File: src/logic/cdch_defs.vh
// Constants for the configuration completion and chain-enable handshake
`ifndef CDCH_DEFS_VH
`define CDCH_DEFS_VH

// Configuration scheme select
`define CDCH_SCHEME_ACTIVE_SERIAL   1'b0
`define CDCH_SCHEME_ACTIVE_PARALLEL 1'b1

// Handshake states
`define CDCH_ST_CONFIG 3'h0
`define CDCH_ST_WAIT   3'h1
`define CDCH_ST_INIT   3'h2
`define CDCH_ST_USER   3'h3
`define CDCH_ST_ERROR  3'h4
`define CDCH_ST_HOLD   3'h5

// Initialisation cycle length in clock cycles
`define CDCH_INIT_CYCLES 8'h20
`define CDCH_CNT_W       8

`endif

File: src/logic/cdch_handshake.v
// Completion flag, chain enable and flash select handshake of the configuration loader
//
// Contract
// - Hold completion flag low during configuration.
// - Release flag when error-free data complete.
// - Initialise only after flag seen high.
// - Ignore flag low after user mode.
// - Accept configuration only while chain enable low.
// - Drive chain-enable output low when complete.
// - Flash select enables serial memory.
// - Flash select is parallel flash chip-enable.
// - Pull status line low on error.
// - Reconfig request low clears, high restarts.
`timescale 1ns/1ps
`default_nettype none
`include "cdch_defs.vh"

module cdch_handshake (
  input  wire       mclk_i,
  input  wire       rst_i,
  input  wire       clk_en_i,
  input  wire       reconfig_request_n_i,
  input  wire       chain_enable_n_i,
  input  wire       scheme_sel_i,
  input  wire       data_done_i,
  input  wire       data_error_i,
  input  wire       config_complete_flag_i,
  input  wire       status_n_i,
  output wire       config_complete_flag_o,
  output wire       config_complete_flag_oe_o,
  output wire       status_n_o,
  output wire       status_n_oe_o,
  output wire       chain_enable_n_o,
  output wire       chain_enable_n_oe_o,
  output reg        flash_select_n_o,
  output reg        load_enable_o,
  output reg        user_mode_o,
  output reg        config_error_o
);

  // ********************************************************************
  // State
  // ********************************************************************
  localparam [2:0] ST_CONFIG = `CDCH_ST_CONFIG;
  localparam [2:0] ST_WAIT   = `CDCH_ST_WAIT;
  localparam [2:0] ST_INIT   = `CDCH_ST_INIT;
  localparam [2:0] ST_USER   = `CDCH_ST_USER;
  localparam [2:0] ST_ERROR  = `CDCH_ST_ERROR;
  localparam [2:0] ST_HOLD   = `CDCH_ST_HOLD;

  reg  [2:0]              state;
  reg  [2:0]              next_state;
  reg  [`CDCH_CNT_W-1:0]  init_cnt;
  reg  [`CDCH_CNT_W-1:0]  next_init_cnt;
  reg                     flag_low;
  reg                     status_low;
  reg                     chain_low;
  reg                     next_flash_select_n;

  // ********************************************************************
  // Decode helpers
  // ********************************************************************
  // Loading state: data accepted and flash selected
  function st_loading;
    input [2:0] st;
    begin
      st_loading = (st == ST_CONFIG);
    end
  endfunction

  // Completion flag stays driven low until clean data is in
  function st_flag_driven;
    input [2:0] st;
    begin
      st_flag_driven = (st == ST_HOLD) || (st == ST_CONFIG) || (st == ST_ERROR);
    end
  endfunction

  // User mode, which also enables the next device in the chain
  function st_user;
    input [2:0] st;
    begin
      st_user = (st == ST_USER);
    end
  endfunction

  // Error state, latched until a reconfig request
  function st_error;
    input [2:0] st;
    begin
      st_error = (st == ST_ERROR);
    end
  endfunction

  // Counter step; the carry is dropped on purpose
  function [`CDCH_CNT_W-1:0] cnt_inc;
    input [`CDCH_CNT_W-1:0] cnt;
    reg   [`CDCH_CNT_W:0]   sum;
    begin
      sum     = {1'b0, cnt} + {{`CDCH_CNT_W{1'b0}}, 1'b1};
      cnt_inc = sum[`CDCH_CNT_W-1:0];
    end
  endfunction

  // Request low acts as a synchronous clear of the whole sequence
  wire restart = ~reconfig_request_n_i;

  // Last cycle of the initialisation count
  wire init_last = (init_cnt == `CDCH_INIT_CYCLES - 8'h01);

  // ********************************************************************
  // Next-state logic
  // ********************************************************************
  always @* begin
    next_state    = state;
    next_init_cnt = init_cnt;
    case (state)
      ST_HOLD: begin
        if (!chain_enable_n_i) begin
          next_state = ST_CONFIG;
        end
      end
      ST_CONFIG: begin
        if (chain_enable_n_i) begin
          next_state = ST_HOLD;
        end else if (data_error_i || !status_n_i) begin
          next_state = ST_ERROR;
        end else if (data_done_i) begin
          next_state = ST_WAIT;
        end
      end
      ST_WAIT: begin
        if (!status_n_i) begin
          next_state = ST_ERROR;
        end else if (config_complete_flag_i) begin
          next_state    = ST_INIT;
          next_init_cnt = {`CDCH_CNT_W{1'b0}};
        end
      end
      ST_INIT: begin
        if (!status_n_i) begin
          next_state = ST_ERROR;
        end else if (init_last) begin
          next_state = ST_USER;
        end else begin
          next_init_cnt = cnt_inc(init_cnt);
        end
      end
      // User mode ignores flag and status pins until a reconfig request
      ST_USER: next_state = ST_USER;
      ST_ERROR: next_state = ST_ERROR;
      default: next_state = ST_HOLD;
    endcase
  end

  // ********************************************************************
  // Registers
  // ********************************************************************
  always @(posedge mclk_i or posedge rst_i) begin
    if (rst_i) begin
      state            <= ST_HOLD;
      init_cnt         <= {`CDCH_CNT_W{1'b0}};
      flag_low         <= 1'b1;
      status_low       <= 1'b0;
      chain_low        <= 1'b0;
      flash_select_n_o <= 1'b1;
      load_enable_o    <= 1'b0;
      user_mode_o      <= 1'b0;
      config_error_o   <= 1'b0;
    end else if (clk_en_i) begin
      if (restart) begin
        state            <= ST_HOLD;
        init_cnt         <= {`CDCH_CNT_W{1'b0}};
        flag_low         <= 1'b1;
        status_low       <= 1'b0;
        chain_low        <= 1'b0;
        flash_select_n_o <= 1'b1;
        load_enable_o    <= 1'b0;
        user_mode_o      <= 1'b0;
        config_error_o   <= 1'b0;
      end else begin
        state            <= next_state;
        init_cnt         <= next_init_cnt;
        flag_low         <= st_flag_driven(next_state);
        status_low       <= st_error(next_state);
        chain_low        <= st_user(next_state);
        flash_select_n_o <= next_flash_select_n;
        load_enable_o    <= st_loading(next_state);
        user_mode_o      <= st_user(next_state);
        config_error_o   <= st_error(next_state);
      end
    end
  end

  // ********************************************************************
  // Flash select
  // ********************************************************************
  // Both schemes share the active-low select; it enables the serial
  // memory or the parallel flash only while data is being read
  always @* begin
    if (scheme_sel_i == `CDCH_SCHEME_ACTIVE_SERIAL) begin
      next_flash_select_n = ~st_loading(next_state);
    end else begin
      next_flash_select_n = ~st_loading(next_state);
    end
  end

  // ********************************************************************
  // Open-drain pins
  // ********************************************************************
  assign config_complete_flag_o    = 1'b0;
  assign config_complete_flag_oe_o = flag_low;
  assign status_n_o                = 1'b0;
  assign status_n_oe_o             = status_low;
  assign chain_enable_n_o          = 1'b0;
  assign chain_enable_n_oe_o       = chain_low;

endmodule // cdch_handshake

`default_nettype wire

File: config.mk
export PLATFORM = sky130hd
export DESIGN_NAME = cdch_handshake
export DESIGN_NICKNAME = d
export VERILOG_FILES = /design/src/logic/cdch_handshake.v
export VERILOG_INCLUDE_DIRS = /design/src /design/src/logic
export SDC_FILE = /design/constraint.sdc
export NUM_CORES = 1
export LEC_CHECK = 0
export BUFFER_PORTS_ARGS = -buffer_cell sky130_fd_sc_hd__buf_2
export CAP_MARGIN = 20
export CORE_MARGIN = 2
export CORE_UTILIZATION = 53
export DETAILED_ROUTE_END_ITERATION = 8
export PLACE_DENSITY_LB_ADDON = 0.2
export REMOVE_ABC_BUFFERS = 1
export SETUP_SLACK_MARGIN = 0.4
export SYNTH_ARGS = -nofsm -noshare
export SYNTH_HDL_FRONTEND = slang
export SYNTH_SLANG_ARGS = --single-unit
File: constraint.sdc
create_clock -name mclk_i -period 1.8 [get_ports mclk_i]
set_input_delay 0 -clock mclk_i [delete_from_list [all_inputs] [get_ports mclk_i]]
set_output_delay 0 -clock mclk_i [all_outputs]
set_load 0.005 [all_outputs]
After elaboration in Yosys (flattened, before gate mapping)
Cells that the tools add are included.
- flip-flop bits (word level): 16
- input port bits: 10
- eq/ne operators: 14
- reductions and logical operators: 7
- mux-type cells: 21
- bitwise operators: 1
- add/subtract/negate cells: 1
- operators with widths (cell ; count):
    $mux 8 ; 5
    $mux 3 ; 9
    $pmux 3 s6 ; 1
    $pmux 8 s2 ; 1
    $eq 3x3->1 const B ; 4
    $ne 3x3->1 const B ; 4
    $eq 3x2->1 const B ; 3
    $add 8x1->8 const B ; 1
    $eq 8x5->1 const B ; 1
    $logic_not 3->1 ; 2
    $reduce_and 6->1 ; 1
    $mux 1 ; 5
    $eq 3x1->1 const B ; 1
    $logic_or 1x1->1 ; 3
    $ne 3x1->1 const B ; 1
    $logic_not 1->1 ; 1
    $not 1->1 ; 1

Logic depth before layout (Yosys ltp)
- depth after elaboration: 9
- gate-level depth with buffers: 6
- gate-level depth less buffers: 5

Worst setup path after synthesis
No wires, ideal clock.
- path type: reg2reg
- start: register init_cnt[0]
- end: register flash_select_n_o
- data arrival time: 1.529 ns
- setup slack: 0.188 ns
- required time: 1.717 ns
- clock period less this slack: 1.612 ns
- cell stages (with the launch flop): 6
- cells stage by stage: dfrtp_1 ha_1 and4_1 nand4_1 o311ai_2 o32a_1
- longest elaborated chain between the ends: 7
- ends and longest elaborated chain (what ; line ; text):
    start, declared ; cdch_handshake.v:53 ; reg [`CDCH_CNT_W-1:0] init_cnt;
    start signal, assigned ; cdch_handshake.v:162 ; init_cnt <= {`CDCH_CNT_W{1'b0}};
    start signal, assigned ; cdch_handshake.v:173 ; init_cnt <= {`CDCH_CNT_W{1'b0}};
    start signal, assigned ; cdch_handshake.v:183 ; init_cnt <= next_init_cnt;
    $eq 8x5->1 ; cdch_handshake.v:109 ; wire init_last = (init_cnt == `CDCH_INIT_CYCLES - 8'h01);
    $mux 3 ; cdch_handshake.v:143 ; end else if (init_last) begin
    $mux 3 ; cdch_handshake.v:141 ; if (!status_n_i) begin
    $pmux 3 s6 ; cdch_handshake.v:117 ; case (state)
    $logic_not 3->1 ; cdch_handshake.v:67 ; st_loading = (st == ST_CONFIG);
    $not 1->1 ; cdch_handshake.v:202, cdch_handshake.v:204 ;
    $mux 1 ; cdch_handshake.v:171 ; if (restart) begin
    end signal, assigned ; cdch_handshake.v:187 ; flash_select_n_o <= next_flash_select_n;
    end, declared ; cdch_handshake.v:35 ; output reg flash_select_n_o,
No other way between the ends.
A chain may end at the register's enable or synchronous reset.

Worst setup path after layout
- start: register state[0]
- end: register flash_select_n_o
- longest elaborated chain between the ends: 7
- ends and longest elaborated chain (what ; line ; text):
    start, declared ; cdch_handshake.v:51 ; reg [2:0] state;
    start signal, assigned ; cdch_handshake.v:182 ; state <= next_state;
    $mux 3 ; cdch_handshake.v:128 ; end else if (data_done_i) begin
    $mux 3 ; cdch_handshake.v:126 ; end else if (data_error_i || !status_n_i) begin
    $mux 3 ; cdch_handshake.v:124 ; if (chain_enable_n_i) begin
    $pmux 3 s6 (*) ; cdch_handshake.v:117 ;
    $logic_not 3->1 (*) ; cdch_handshake.v:67 ;
    $not 1->1 (*) ; cdch_handshake.v:202, cdch_handshake.v:204 ;
    $mux 1 (*) ; cdch_handshake.v:171 ;
Mark *: on every way between the ends. The rest lies on a longest branch, timed or not.

==> out/metrics.yaml <==
status: "finished clean"
antenna_found_initial: 0
crit_buf_inv: 0
gr-total-overflow: 0
dr.pass1.iters: 4
grt_pass1_vias: 817
numPortBuffers: 15
fin_hold_ws_ps: 50.8
crit_fanout: 8
rsz0062_at_grt: "true"
synth-simple-area-share_pct: 18.6
cts_tree: "yes"
synthAdderAreaFrac_pct: 1.24
critPathMaxStageDelay_ps: 630
ios: 20
start_util_pct: 57.2
area.growth.synth_to_final_pct: 27.6
die_w_um: 47.6
syn_area_sq_um: 1010
syn_inst: 106
switching_share_pct: 28.0
crit_top_cell: "o32a_1"
combPwrFrac_pct: 21.3
synth_seq_area_share_pct: 40.1
critical-path-top-delay-family: "compound AO/OA/AOI/OAI gates"
crit_chain: "nand2_2 -> o32a_1 -> a21o_1 -> o32a_1"
vias_per_cell: 5.70
synth-seq-cells: 16
vdd_drop_max_mv: 0.430
wl_um: 2490
async_flop_share_pct: 100
p_leak_nw: 0.548
start_kind: "flip-flop"
hp-class: "in -> reg"
cts_made_buffers: 3
synth_mux_area_share_pct: 1.98
synth_flop_cell: "dfrtp_1"
clockBufferDepth: 2
grt_max_degree: 17
tns_ps: 0
fp.coreArea_sq_um: 1760
synth-compound-area-share_pct: 26.3
drc_errors: 0
die_area_sq_um: 2270
dp_hpwl_um: 1380
max_cap_viol_count: 0
fin_ws_ps: 159
intPower_w: 0.000595
setup.worst_path.end_class: "flip-flop"
clock.fmax_mhz: 609
path_clk_slew_ps: 100
p_seq_share_pct: 48.6
finalNonFillerCells: 159
total_power_w: 0.000826
root_buffer: "clkbuf_4"
cp.required_ps: 2040
drtAntennaViolNets: 0
synth_top_area_share_pct: 29.7
finalHoldViolCount: 0
synth_warnings: 0
clock_latency_ps: 300
ys_top_cells_by_area: "dfrtp_1 (30%), dfstp_2 (10%), buf_4 (4.5%), a31oi_1 (4.3%), nand3_1 (3.5%)"
setup-violations-final: 0
maxSlewHeadroom_pct: 59.7
synth_xor_area_share_pct: 0
min_period_ps: 1640
wl_per_cell_um: 15.7
fin_nets: 146
die_h_um: 47.6
gp_congestion: 0.831
switchingPower_w: 0.000231
dp.cells: 140
worst_pin_slew_ps: 604
diodes: 0
drive_gt1_share_pct: 40.3
synth_top_family_by_area: "compound AO/OA/AOI/OAI gates"
ys_types: 42
worstSetupPathType: "reg -> reg"
slowest_stage: "dfstp_2"
min_period_over_period_pct: 91.2
drt_iter0_drc: 21
maxSlewViolCount: 0
synth-edff-count: 0
worst_ep_arrival_time_ps: 1880
grt_usage_pct: 24.7
yosysTopAreaCell: "dfrtp_1"
grt_first_pass_wirelength_um: 3800
vias: 906
skew_ps: 3.37
dp_worst_setup_slack_ps: 105
syn_area_per_cell_sq_um: 9.53
cts_max_level: 1
cts.sinks: 16
clock_power_share_pct: 30.2
rows: 15
power_density_nw_per_um2: 641
==> stage by stage <==
step                      util [%]  area (sq um)
after floorplan                  -           928
after global placement        59.9          1060
after detailed placement      59.9          1060
after CTS                     71.1          1250
after global routing          73.0          1290
final                         73.0          1290
==> layer usage <==
metal	GRT usage [%]	up-vias	share of wire, %
li1	-	444	-
met1	35.3	429	46
met2	36.8	28	49
met3	2.64	5	3.6
met4	14.1	0	1.8
met5	0	-	0
==> cells in the final DEF (no fill, tap or decap), types with 2 or more instances in the layout <==
master	count
nand4_1	2
buf_2	15
o32a_1	2
a21oi_1	2
dfstp_2	4
nand3_1	7
nand2b_1	2
nor2b_1	2
conb_1	3
buf_4	15
dlygate4sd3_1	2
nor2_1	5
o21ai_1	2
mux2i_1	2
o21ai_0	2
inv_1	7
dfrtp_1	12
a31oi_1	7
a21o_1	2
clkbuf_4	3
a41oi_2	2
nand2_1	7
==> path summary, 6_finish.rpt <==
path                                            from                   endpoint  slack, ps  cells past startpoint
setup / recovery                            state[0]           flash_select_n_o        160                      4
hold reg to reg            config_complete_flag_oe_o  config_complete_flag_oe_o        500                      2
hold / removal                  reconfig_request_n_i              status_n_oe_o         50                      3
min in group asynchronous                      rst_i                   state[1]        310                      3
setup reg to reg                            state[0]           flash_select_n_o        160                      4
max in group asynchronous                      rst_i                init_cnt[7]       1100                      3
==> worst register-to-register path: cells and delay by family (launching register included) <==
family,cells,cell delay (ps)
flip-flops,1,630
AND/OR/NAND/NOR,1,80
AO/OA/AOI/OAI,3,870
==> logic make-up after synthesis <==
kind of cell,count (synthesis)
AOI/OAI and AO/OA,34
DFF,16
muxes,2
buffers and inverters,18
other,1
and+or+nand+nor,34
adders and majority gates,1
==> timing repair <==
item                                   in CTS  in global routing
endpoints found under the hold margin      15                  0
cloned                                      0                  0
hold buffers                                2                  0
setup buffers                              13                  0
pin swaps                                  14                  5
setup endpoints to repair                  16                 16
resized for setup                           9                  8
==> area by class of cell <==
type                            count  area (sq um)
Clock buffer                        4          36.3
Multi-Input combinational cell     74           571
Tap cell                           25          31.3
Timing Repair Buffer               33           219
Inverter                            7          26.3
Sequential cell                    16           405
Fill cell                         145           475
==> synth_stat cells, types with 2 or more instances <==
cell type / number
dfrtp_1: 12
a31oi_1: 7
inv_1: 7
nand2_1: 7
nand3_1: 7
buf_4: 6
nor2_1: 6
a21oi_1: 4
dfstp_2: 4
a41oi_1: 3
buf_6: 3
nor2b_1: 3
o21ai_0: 3
a21o_1: 2
mux2i_1: 2
nand2b_1: 2
nand4_1: 2
o32a_1: 2
==> sequential cells by signal, summed over array words and instances (netlist names) <==
register                   cells
init_cnt                       8
state                          3
config_complete_flag_oe_o      1
flash_select_n_o               1
load_enable_o                  1
status_n_oe_o                  1
user_mode_o                    1
==> power by group through the flow <==
stage               clock [W]  sequential (W)  combinational, W
CTS                  0.000254        0.000400          0.000157
floorplan                   0        0.000409         0.0000637
detailed placement          0        0.000412          0.000105
global route         0.000263        0.000404          0.000188
finish               0.000249        0.000401          0.000176
global placement            0        0.000410          0.000104
Power figures use the tool's default switching activity.
